`src/core/breakpoint_request_pkg.sv`:
```
// package: register map, field positions and types for the breakpoint unit
package bamu_pkg;
    localparam logic [11:0] OFS_STATUS_CONTROL = 12'h000;
    localparam logic [11:0] OFS_ADDR_HIGH = 12'h004;
    localparam logic [11:0] OFS_ADDR_LOW = 12'h008;
    localparam logic [11:0] OFS_AUXILIARY = 12'h00C;
    localparam logic [11:0] OFS_WAIT_STATUS = 12'h010;
    localparam logic [11:0] OFS_FLAG_CONTROL = 12'h014;
    localparam logic [11:0] OFS_IRQ_STATUS = 12'h018;
    localparam logic [11:0] OFS_IRQ_MASK = 12'h01C;
    localparam int BIT_MATCH_ENABLE = 7;
    localparam int BIT_ACTIVE = 6;
    localparam int BIT_WDOG_HOLD = 0;
    localparam int BIT_WAIT_EXIT = 1;
    localparam int BIT_FLAG_CLEAR = 7;
    localparam int IRQ_BIT_MATCH = 0;
    localparam int IRQ_BIT_SOFT = 1;
    localparam logic [7:0] RESET_BYTE = 8'h00;
    localparam logic [1:0] RESET_IRQ = 2'h0;
    localparam logic [31:0] RD_UNMAPPED = 32'h0000_0000;

    // cpu-side signals that travel together
    typedef struct packed {
        logic [15:0] addr;
        logic fetch;
        logic opcode;
        logic insn_start;
    } bamu_cpu_t;

    typedef struct packed {
        logic in_wait;
        logic in_stop;
        logic monitor_mode;
        logic wait_exit;
        logic rti;
    } bamu_sys_t;

    typedef enum logic [1:0] {ST_IDLE, ST_PEND, ST_BREAK} bamu_state_t;
endpackage

```
`src/core/breakpoint_request_unit.sv`:
```
// breakpoint address match unit with apb register access
//
// Overview of operation
// - enabled full 16-bit address match requests break
// - match enable at bit 7, reset clear
// - hardware sets active bit on address match
// - writing one to active bit forces break
// - forced break taken before next instruction
// - opcode match breaks before instruction executes
// - operand match breaks after instruction completes
// - unchanged address after clear in break blocks repeat break
// - active bit cleared by zero write, reset
// - two byte address registers, reset to zero
// - timer counter halted during break
// - watchdog hold in break in monitor mode
// - flag clearing in break needs enable bit
// - wait exit flag shows break-caused wait exit
// - no match break in wait or stop
// - match asserts breakpoint request to integration unit
//
// Design decisions made here: the address map and the APB slave port.
`timescale 1ns/10ps
module bamu_unit
    import bamu_pkg::*;
(
    // apb
    input wire logic pclk,
    input wire logic presetn,
    input wire logic psel,
    input wire logic penable,
    input wire logic pwrite,
    input wire logic [11:0] paddr,
    input wire logic [31:0] pwdata,
    output logic [31:0] prdata,
    output logic pready,
    output logic pslverr,
    // cpu and integration unit
    input wire bamu_cpu_t cpu,
    input wire bamu_sys_t sys,
    output logic breakpoint_request,
    output logic in_break,
    // controls to other modules
    output logic timer_halt,
    output logic watchdog_hold,
    output logic flag_clear_allowed,
    // interrupt
    output logic irq
);
    logic [7:0] break_address_high_r;
    logic [7:0] break_address_low_r;
    logic match_break_enable_r;
    logic break_active_flag_r;
    logic watchdog_hold_in_break_r;
    logic wait_exit_by_break_r;
    logic flag_clear_in_break_enable_r;
    logic [1:0] irq_status_r;
    logic [1:0] irq_mask_r;
    logic match_armed_r;
    logic [31:0] prdata_r;
    bamu_state_t state_r;
    bamu_state_t state_nxt;

    logic wr_en;
    logic rd_en;
    logic mapped;
    logic addr_hit;
    logic match_opcode;
    logic match_operand;
    logic soft_break;
    logic addr_write;

    assign wr_en = psel && penable && pwrite;
    assign rd_en = psel && penable && !pwrite;
    assign pready = 1'b1;
    assign mapped = (paddr == OFS_STATUS_CONTROL) || (paddr == OFS_ADDR_HIGH)
        || (paddr == OFS_ADDR_LOW) || (paddr == OFS_AUXILIARY)
        || (paddr == OFS_WAIT_STATUS) || (paddr == OFS_FLAG_CONTROL)
        || (paddr == OFS_IRQ_STATUS) || (paddr == OFS_IRQ_MASK);
    assign pslverr = psel && penable && !mapped;
    assign prdata = prdata_r;

    // only fetches count, and a bus frozen in wait/stop cannot match
    assign addr_hit = match_break_enable_r && match_armed_r && cpu.fetch
        && !sys.in_wait && !sys.in_stop
        && (cpu.addr == {break_address_high_r, break_address_low_r});
    assign match_opcode = addr_hit && cpu.opcode;
    assign match_operand = addr_hit && !cpu.opcode;
    assign soft_break = wr_en && (paddr == OFS_STATUS_CONTROL)
        && pwdata[BIT_ACTIVE];
    assign addr_write = wr_en && ((paddr == OFS_ADDR_HIGH) || (paddr == OFS_ADDR_LOW));

    // break sequencing: opcode match breaks at once, operand or soft waits
    always_comb
    begin
        state_nxt = state_r;
        case (state_r)
            ST_IDLE:
            begin
                if (match_opcode)
                    state_nxt = ST_BREAK;
                else if (match_operand || soft_break)
                    state_nxt = ST_PEND;
            end
            ST_PEND:
            begin
                if (cpu.insn_start || match_opcode)
                    state_nxt = ST_BREAK;
            end
            ST_BREAK:
            begin
                if (sys.rti)
                    state_nxt = ST_IDLE;
            end
            default: state_nxt = ST_IDLE;
        endcase
    end

    always_ff @(posedge pclk or negedge presetn)
    begin
        if (!presetn)
            state_r <= ST_IDLE;
        else
            state_r <= state_nxt;
    end

    // request pulses for one cycle, in the cycle before the state enters ST_BREAK, then the sw vector runs
    assign breakpoint_request = (state_r == ST_IDLE && match_opcode)
        || (state_r == ST_PEND && (cpu.insn_start || match_opcode));
    assign in_break = (state_r == ST_BREAK);
    assign timer_halt = in_break;
    assign watchdog_hold = in_break && sys.monitor_mode && watchdog_hold_in_break_r;
    assign flag_clear_allowed = !in_break || flag_clear_in_break_enable_r;

    always_ff @(posedge pclk or negedge presetn)
    begin
        if (!presetn)
        begin
            match_break_enable_r <= 1'b0;
            break_active_flag_r <= 1'b0;
        end
        else
        begin
            if (wr_en && paddr == OFS_STATUS_CONTROL)
            begin
                match_break_enable_r <= pwdata[BIT_MATCH_ENABLE];
                break_active_flag_r <= pwdata[BIT_ACTIVE];
            end
            // set wins over a simultaneous zero write
            if (addr_hit)
                break_active_flag_r <= 1'b1;
        end
    end

    // clearing the flag in break without moving the address disarms the match
    always_ff @(posedge pclk or negedge presetn)
    begin
        if (!presetn)
            match_armed_r <= 1'b1;
        else if (addr_write)
            match_armed_r <= 1'b1;
        else if (wr_en && paddr == OFS_STATUS_CONTROL && !pwdata[BIT_ACTIVE]
                 && in_break)
            match_armed_r <= 1'b0;
    end

    always_ff @(posedge pclk or negedge presetn)
    begin
        if (!presetn)
        begin
            break_address_high_r <= RESET_BYTE;
            break_address_low_r <= RESET_BYTE;
            watchdog_hold_in_break_r <= 1'b0;
            flag_clear_in_break_enable_r <= 1'b0;
            irq_mask_r <= RESET_IRQ;
        end
        else if (wr_en)
        begin
            if (paddr == OFS_ADDR_HIGH)
                break_address_high_r <= pwdata[7:0];
            else if (paddr == OFS_ADDR_LOW)
                break_address_low_r <= pwdata[7:0];
            else if (paddr == OFS_AUXILIARY)
                watchdog_hold_in_break_r <= pwdata[BIT_WDOG_HOLD];
            else if (paddr == OFS_FLAG_CONTROL)
                flag_clear_in_break_enable_r <= pwdata[BIT_FLAG_CLEAR];
            else if (paddr == OFS_IRQ_MASK)
                irq_mask_r <= pwdata[1:0];
        end
    end

    // wait-exit flag: latched on wait exit while entering or in break, cleared on rti in break or on a wait exit outside break
    always_ff @(posedge pclk or negedge presetn)
    begin
        if (!presetn)
            wait_exit_by_break_r <= 1'b0;
        else if (sys.wait_exit && (breakpoint_request || in_break))
            wait_exit_by_break_r <= 1'b1;
        else if (sys.wait_exit || (in_break && sys.rti))
            wait_exit_by_break_r <= 1'b0;
    end

    // sticky events, write one to clear, set wins over clear
    always_ff @(posedge pclk or negedge presetn)
    begin
        if (!presetn)
            irq_status_r <= RESET_IRQ;
        else
        begin
            // in break a clear needs the flag-clear enable, so a debugger loses no events
            if (wr_en && paddr == OFS_IRQ_STATUS && flag_clear_allowed)
                irq_status_r <= irq_status_r & ~pwdata[1:0];
            if (addr_hit)
                irq_status_r[IRQ_BIT_MATCH] <= 1'b1;
            if (soft_break)
                irq_status_r[IRQ_BIT_SOFT] <= 1'b1;
        end
    end

    assign irq = |(irq_status_r & irq_mask_r);

    // read data registered in the setup cycle, valid in the access phase
    always_ff @(posedge pclk or negedge presetn)
    begin
        if (!presetn)
            prdata_r <= RD_UNMAPPED;
        else if (psel && !penable && !pwrite)
        begin
            prdata_r <= RD_UNMAPPED;
            if (paddr == OFS_STATUS_CONTROL)
            begin
                prdata_r[BIT_MATCH_ENABLE] <= match_break_enable_r;
                prdata_r[BIT_ACTIVE] <= break_active_flag_r;
            end
            else if (paddr == OFS_ADDR_HIGH)
                prdata_r[7:0] <= break_address_high_r;
            else if (paddr == OFS_ADDR_LOW)
                prdata_r[7:0] <= break_address_low_r;
            else if (paddr == OFS_AUXILIARY)
                prdata_r[BIT_WDOG_HOLD] <= watchdog_hold_in_break_r;
            else if (paddr == OFS_WAIT_STATUS)
                prdata_r[BIT_WAIT_EXIT] <= wait_exit_by_break_r;
            else if (paddr == OFS_FLAG_CONTROL)
                prdata_r[BIT_FLAG_CLEAR] <= flag_clear_in_break_enable_r;
            else if (paddr == OFS_IRQ_STATUS)
                prdata_r[1:0] <= irq_status_r;
            else if (paddr == OFS_IRQ_MASK)
                prdata_r[1:0] <= irq_mask_r;
        end
    end

    logic unused_rd;
    assign unused_rd = rd_en;

    // properties tie break sequencing and register behaviour to the rules
    property p_match_request;
        @(posedge pclk) disable iff (!presetn)
        (state_r == ST_IDLE && match_opcode) |-> breakpoint_request ##1 in_break;
    endproperty
    a_match_request: assert property (p_match_request) else $error("opcode match no break");

    property p_enable_gate;
        @(posedge pclk) disable iff (!presetn)
        (state_r == ST_IDLE && !match_break_enable_r && !soft_break) |=> state_r == ST_IDLE;
    endproperty
    a_enable_gate: assert property (p_enable_gate) else $error("match while disabled");

    property p_active_set;
        @(posedge pclk) disable iff (!presetn)
        addr_hit |=> break_active_flag_r;
    endproperty
    a_active_set: assert property (p_active_set) else $error("active flag not set");

    property p_soft_break;
        @(posedge pclk) disable iff (!presetn)
        (soft_break && state_r == ST_IDLE && !addr_hit) |=> state_r == ST_PEND;
    endproperty
    a_soft_break: assert property (p_soft_break) else $error("soft break lost");

    property p_pend_start;
        @(posedge pclk) disable iff (!presetn)
        (state_r == ST_PEND && cpu.insn_start) |-> breakpoint_request ##1 in_break;
    endproperty
    a_pend_start: assert property (p_pend_start) else $error("pending break not taken");

    property p_operand_defer;
        @(posedge pclk) disable iff (!presetn)
        (state_r == ST_IDLE && match_operand) |-> !breakpoint_request ##1 state_r == ST_PEND;
    endproperty
    a_operand_defer: assert property (p_operand_defer) else $error("operand break early");

    property p_timer_halt;
        @(posedge pclk) disable iff (!presetn)
        $rose(in_break) |-> timer_halt && $past(breakpoint_request);
    endproperty
    a_timer_halt: assert property (p_timer_halt) else $error("timer not halted");

    property p_wait_nomatch;
        @(posedge pclk) disable iff (!presetn)
        (state_r == ST_IDLE && (sys.in_wait || sys.in_stop) && !soft_break)
            |=> state_r == ST_IDLE;
    endproperty
    a_wait_nomatch: assert property (p_wait_nomatch) else $error("match in low power");

    property p_flag_protect;
        @(posedge pclk) disable iff (!presetn)
        (in_break && !flag_clear_in_break_enable_r) |-> !flag_clear_allowed;
    endproperty
    a_flag_protect: assert property (p_flag_protect) else $error("flags clearable");

    // a disarmed match must not break again until an address register is written
    property p_rearm;
        @(posedge pclk) disable iff (!presetn)
        addr_write |=> match_armed_r;
    endproperty
    a_rearm: assert property (p_rearm) else $error("address write did not rearm");

    property p_disarm_hold;
        @(posedge pclk) disable iff (!presetn)
        (state_r == ST_IDLE && !match_armed_r && !soft_break) |=> state_r == ST_IDLE;
    endproperty
    a_disarm_hold: assert property (p_disarm_hold) else $error("disarmed match broke");

    property p_fetch_only;
        @(posedge pclk) disable iff (!presetn)
        (state_r == ST_IDLE && !cpu.fetch && !soft_break) |=> state_r == ST_IDLE;
    endproperty
    a_fetch_only: assert property (p_fetch_only) else $error("data access broke");

    property p_request_pulse;
        @(posedge pclk) disable iff (!presetn)
        breakpoint_request |=> !breakpoint_request;
    endproperty
    a_request_pulse: assert property (p_request_pulse) else $error("request too long");

    property p_status_hold;
        @(posedge pclk) disable iff (!presetn)
        (in_break && !flag_clear_in_break_enable_r)
            |=> (irq_status_r & $past(irq_status_r)) == $past(irq_status_r);
    endproperty
    a_status_hold: assert property (p_status_hold) else $error("flag lost in break");

    property p_zero_clear;
        @(posedge pclk) disable iff (!presetn)
        (wr_en && paddr == OFS_STATUS_CONTROL && !pwdata[BIT_ACTIVE] && !addr_hit)
            |=> !break_active_flag_r;
    endproperty
    a_zero_clear: assert property (p_zero_clear) else $error("active bit not cleared");

    property p_addr_write;
        @(posedge pclk) disable iff (!presetn)
        (wr_en && paddr == OFS_ADDR_LOW) |=> break_address_low_r == $past(pwdata[7:0]);
    endproperty
    a_addr_write: assert property (p_addr_write) else $error("address not stored");

    property p_watchdog;
        @(posedge pclk) disable iff (!presetn)
        watchdog_hold |-> in_break && sys.monitor_mode;
    endproperty
    a_watchdog: assert property (p_watchdog) else $error("watchdog held outside break");

    property p_wait_exit;
        @(posedge pclk) disable iff (!presetn)
        (sys.wait_exit && in_break) |=> wait_exit_by_break_r;
    endproperty
    a_wait_exit: assert property (p_wait_exit) else $error("wait exit not flagged");

    c_opcode_break: cover property (@(posedge pclk) disable iff (!presetn)
        match_opcode ##1 in_break);
    c_soft_break: cover property (@(posedge pclk) disable iff (!presetn)
        soft_break ##[1:20] in_break);
    c_rti: cover property (@(posedge pclk) disable iff (!presetn)
        in_break ##1 sys.rti ##1 !in_break);
    c_operand_break: cover property (@(posedge pclk) disable iff (!presetn)
        match_operand ##1 state_r == ST_PEND);
endmodule

```
`config.mk`:
```
export PLATFORM = sky130hd
export DESIGN_NAME = bamu_unit
export DESIGN_NICKNAME = d
export VERILOG_FILES = /design/src/core/breakpoint_request_pkg.sv /design/src/core/breakpoint_request_unit.sv
export SDC_FILE = /design/constraint.sdc
export NUM_CORES = 1
export LEC_CHECK = 0
export ABC_AREA = 1
export BUFFER_PORTS_ARGS = -buffer_cell sky130_fd_sc_hd__buf_2
export CAP_MARGIN = 20
export CORE_MARGIN = 2
export CORE_UTILIZATION = 53
export CTS_BUF_LIST = sky130_fd_sc_hd__clkbuf_4
export DETAILED_ROUTE_END_ITERATION = 8
export PLACE_DENSITY = 0.86
export SETUP_SLACK_MARGIN = 0.05
export SLEW_MARGIN = 40
export SYNTH_ARGS = -nofsm -noshare
export SYNTH_HDL_FRONTEND = slang
export SYNTH_SLANG_ARGS = --single-unit
```
`constraint.sdc`:
```
create_clock -name pclk -period 2.6 [get_ports pclk]
set_input_delay 0.26 -clock pclk [delete_from_list [all_inputs] [get_ports pclk]]
set_output_delay 0.26 -clock pclk [all_outputs]
set_load 0.05 [all_outputs]
```
==> flow_results.xml <==
<?xml version="1.0" encoding="UTF-8"?>
<metrics>
  <group name="run_status">
    <metric name="status" unit="">finished, final reports clean</metric>
  </group>
  <group name="critical_path">
    <metric name="worst-r2r-setup-slack" unit="ns">1.09</metric>
    <metric name="crit_path_end_kind" unit="">primary output</metric>
    <metric name="arrival" unit="ns">1.96</metric>
    <metric name="worst_setup_path_start_kind" unit="">flip-flop</metric>
    <metric name="critical_path_required" unit="ns">2.34</metric>
    <metric name="critPathMaxFanout" unit="">3</metric>
    <metric name="setup.worst_path.class" unit="">flip-flop to primary output</metric>
    <metric name="r2r_start" unit="">break_address_low_r[4]</metric>
    <metric name="worst-r2r-cell-count" unit="">9</metric>
    <metric name="critical_path.reg2reg.endpoint" unit="">wait_exit_by_break_r</metric>
  </group>
  <group name="layout">
    <metric name="fin_nets" unit="">520</metric>
    <metric name="layoutNonFillerInstCount" unit="">515</metric>
    <metric name="final_util" unit="%">62.3</metric>
    <metric name="antenna_cells_inserted" unit="">0</metric>
    <metric name="final_layout_size_suffix_gt1_share" unit="%">25.2</metric>
    <metric name="fill_cells" unit="">459</metric>
    <metric name="area_growth_syn_to_layout" unit="%">12.4</metric>
  </group>
  <group name="timing">
    <metric name="setup_total_negative_slack" unit="ns">0</metric>
    <metric name="setup_repair_after_global_routing_missed_its_margin" unit="">no</metric>
    <metric name="timing.final.ws_setup" unit="ns">0.376</metric>
    <metric name="achievable_freq" unit="GHz">0.450</metric>
    <metric name="finClkSkew" unit="ns">0.0123</metric>
    <metric name="final-max-slew-violation-count" unit="">0</metric>
    <metric name="layout_min_cycle_time" unit="ns">2.22</metric>
    <metric name="setup_violations" unit="">0</metric>
    <metric name="final_hold_viol_count" unit="">0</metric>
    <metric name="final_worst_path_period_share" unit="%">85.5</metric>
  </group>
  <group name="pwr">
    <metric name="power.leakage" unit="nW">1.65</metric>
    <metric name="internal-power" unit="W">0.000757</metric>
    <metric name="power.combinational.fraction" unit="%">27.6</metric>
    <metric name="power" unit="W">0.00121</metric>
    <metric name="p_sw" unit="W">0.000449</metric>
    <metric name="netSwitchingFraction" unit="%">37.3</metric>
    <metric name="power_density" unit="mW/mm2">407</metric>
    <metric name="p_seq_share" unit="%">48.8</metric>
    <metric name="clock_power_share" unit="%">23.6</metric>
    <metric name="peakVddDrop" unit="uV">278</metric>
  </group>
  <group name="synthesis">
    <metric name="syn-instance-count" unit="">382</metric>
    <metric name="ys_top_cells_by_count" unit="">nand2_1 (114), inv_1 (63), dfrtp_1 (35)</metric>
    <metric name="ys_seq_elements" unit="">36</metric>
    <metric name="yosys.area.top_type_share" unit="%">33.2</metric>
    <metric name="netlist-cell-type-count" unit="">33</metric>
    <metric name="synth_area" unit="mm2">0.00264</metric>
    <metric name="synth.most_common_cell" unit="">nand2_1</metric>
    <metric name="avgSynthCellArea" unit="um2">6.90</metric>
    <metric name="share_of_flip_flops_with_an_asynchronous_set_or_reset" unit="%">100</metric>
    <metric name="synthDominantAreaCellType" unit="">dfrtp_1</metric>
    <metric name="ys.flop_type" unit="">dfrtp_1</metric>
    <metric name="synth.yosys.warnings" unit="">0</metric>
    <metric name="synth_area_leaders" unit="">dfrtp_1 (33%), nand2_1 (16%), inv_1 (9.0%)</metric>
    <metric name="synth.yosys.seq_area_share" unit="%">34.2</metric>
    <metric name="synth_enable_flop_cells" unit="">0</metric>
  </group>
  <group name="worst_hold_path">
    <metric name="hold_path_startpoint" unit="">cpu[0]</metric>
    <metric name="worst_hold_path.endpoint" unit="">state_r[0]</metric>
    <metric name="timing.hold.worst_path_depth" unit="">4</metric>
    <metric name="hp-class" unit="">primary input to flip-flop</metric>
  </group>
  <group name="floorplan">
    <metric name="initial_utilization" unit="%">55.4</metric>
    <metric name="floorplan.die.width" unit="um">74.5</metric>
    <metric name="fp.coreArea" unit="mm2">0.00475</metric>
    <metric name="design.die.area" unit="mm2">0.00555</metric>
    <metric name="num_rows" unit="">25</metric>
    <metric name="design.portCount" unit="">113</metric>
    <metric name="fp.dieH" unit="um">74.5</metric>
  </group>
  <group name="global_routing">
    <metric name="global_route.usage.total" unit="%">23.2</metric>
    <metric name="grt_pass1_vias" unit="">2204</metric>
    <metric name="antenna_violations_before_repair" unit="">0</metric>
    <metric name="gr-total-overflow" unit="">0</metric>
    <metric name="grt_first_pass_wirelength" unit="um">9800</metric>
    <metric name="grt_start_max_net_pins" unit="">37</metric>
  </group>
  <group name="clock_tree">
    <metric name="ctsResizeCount" unit="">0</metric>
    <metric name="post-cts-setup-buffer-count" unit="">0</metric>
    <metric name="numClockSinks" unit="">36</metric>
    <metric name="worstSkewPairLatency" unit="ns">0.35</metric>
    <metric name="cts-buffers-inserted" unit="">5</metric>
    <metric name="clock-root-buffer" unit="">clkbuf_4</metric>
    <metric name="ctsLongestPathBuffers" unit="">2</metric>
    <metric name="htree_num_levels" unit="">2</metric>
    <metric name="clock_slew_seen_by_the_registers_of_the_worst_setup_and_hold_paths" unit="ns">0.12</metric>
    <metric name="cts_tree" unit="">done</metric>
  </group>
  <group name="drt">
    <metric name="drtAntennaViolNets" unit="">0</metric>
    <metric name="drc_errors" unit="">0</metric>
    <metric name="drt_iter0_drc" unit="">116</metric>
    <metric name="via_count" unit="">2428</metric>
    <metric name="viasPerCell" unit="">4.71</metric>
    <metric name="drt-wirelength-per-cell" unit="um">11.5</metric>
    <metric name="drt_wl_total" unit="um">5940</metric>
    <metric name="dr.pass1.iters" unit="">4</metric>
  </group>
  <group name="placement">
    <metric name="buffer_ports.inserted" unit="">63</metric>
    <metric name="gp_congestion" unit="">0.880</metric>
    <metric name="pre_cts_slack" unit="ns">0.757</metric>
    <metric name="dp_cells" unit="">506</metric>
    <metric name="dp_hpwl" unit="um">4810</metric>
  </group>
  <group name="job">
    <metric name="maxCapViolCount" unit="">0</metric>
  </group>
</metrics>
layer usage:
metal	GRT usage, %	vias to the layer above	routed length [um]
met4	8.13	0	140
met2	40.4	88	2840
met3	4.61	14	358
met1	28.5	1070	2600
met5	0	-	0
li1	-	1256	-
worst max-delay path, stage by stage, from the launching register on:
cell     delay [ns]
dfrtp_1        0.43
xnor2_1        0.24
nand2_1        0.08
nor2_1         0.24
nand4_2        0.16
nand2_1        0.08
nand2_1        0.07
nand2_1        0.06
buf_2          0.26
metrics by stage:
| step | area [um2] | hold slack (ns) |
|---|---|---|
| 6_report | 2960 | 0.175 |
| 5_1_grt | 2960 | 0.159 |
| 3_5_place_dp | 2900 | 0.392 |
| 3_3_place_gp | 2900 | 0.380 |
| 2_1_floorplan | 2720 | -0.0356 |
| 4_1_cts | 2950 | 0.0130 |
how the worst max path moves through the flow:
stage / from / to / slack, ns
floorplan: state_r[0] / watchdog_hold / 0.31
global placement: break_address_low_r[4] / breakpoint_request / 0.77
detailed placement: break_address_low_r[4] / breakpoint_request / 0.76
CTS: break_address_low_r[4] / breakpoint_request / 0.37
global route: break_address_low_r[1] / breakpoint_request / 0.14
finish: break_address_low_r[4] / breakpoint_request / 0.38
final cells by class:
type | instances | area [um2] | share of cell area [%]
Sequential cell | 36 | 902 | 30.4
Multi-Input combinational cell | 272 | 1340 | 45.3
Tap cell | 67 | 83.8 | 2.83
Clock inverter | 3 | 13.8 | 0.464
Inverter | 68 | 255 | 8.61
Clock buffer | 5 | 37.5 | 1.27
Timing Repair Buffer | 64 | 328 | 11.1
cell usage in the layout, fill, tap and decap left out, types with 9 or more instances in the layout:
cell type / synthesis / layout
conb_1: 2 / 25
buf_2: 0 / 62
inv_1: 63 / 63
nand2_1: 114 / 114
nand4_1: 9 / 9
o21ai_0: 12 / 12
nor2_1: 31 / 31
nand3_1: 19 / 19
o21ai_2: 17 / 17
dfrtp_1: 35 / 35
cell families (layout without fill, tap and decap cells):
group / Yosys count / count (layout) / synth area share, %
DFF: 36 / 36 / 34.2
and+or+nand+nor: 200 / 200 / 34.9
other: 2 / 25 / 0.285
buffers and inverters: 97 / 140 / 18.1
xor gates and xnor gates: 3 / 3 / 0.997
AOI/OAI and AO/OA: 44 / 44 / 11.5
timing repair:
action,CTS,global route
hold buffers,0,1
endpoints found under the hold margin,0,35
setup endpoints to repair,0,0
power groups by stage:
| stage | Sequential [W] | Combinational [W] | Clock (W) |
|---|---|---|---|
| 2_1_floorplan | 0.000595 | 0.000281 | 0 |
| 3_5_place_dp | 0.000599 | 0.000330 | 0 |
| 4_1_cts | 0.000588 | 0.000331 | 0.000294 |
| 6_report | 0.000588 | 0.000332 | 0.000285 |
| 3_3_place_gp | 0.000598 | 0.000327 | 0 |
| 5_1_grt | 0.000590 | 0.000366 | 0.000330 |
registers in the layout, indices dropped and copies added, names as in the netlist:
name / count
state_r: 2
watchdog_hold_in_break_r: 1
irq_status_r: 2
match_break_enable_r: 1
match_armed_r: 1
irq_mask_r: 2
wait_exit_by_break_r: 1
break_active_flag_r: 1
prdata: 8
break_address_low_r: 8
flag_clear_in_break_enable_r: 1
break_address_high_r: 8
No activity file was read; power rests on OpenSTA's default activity.
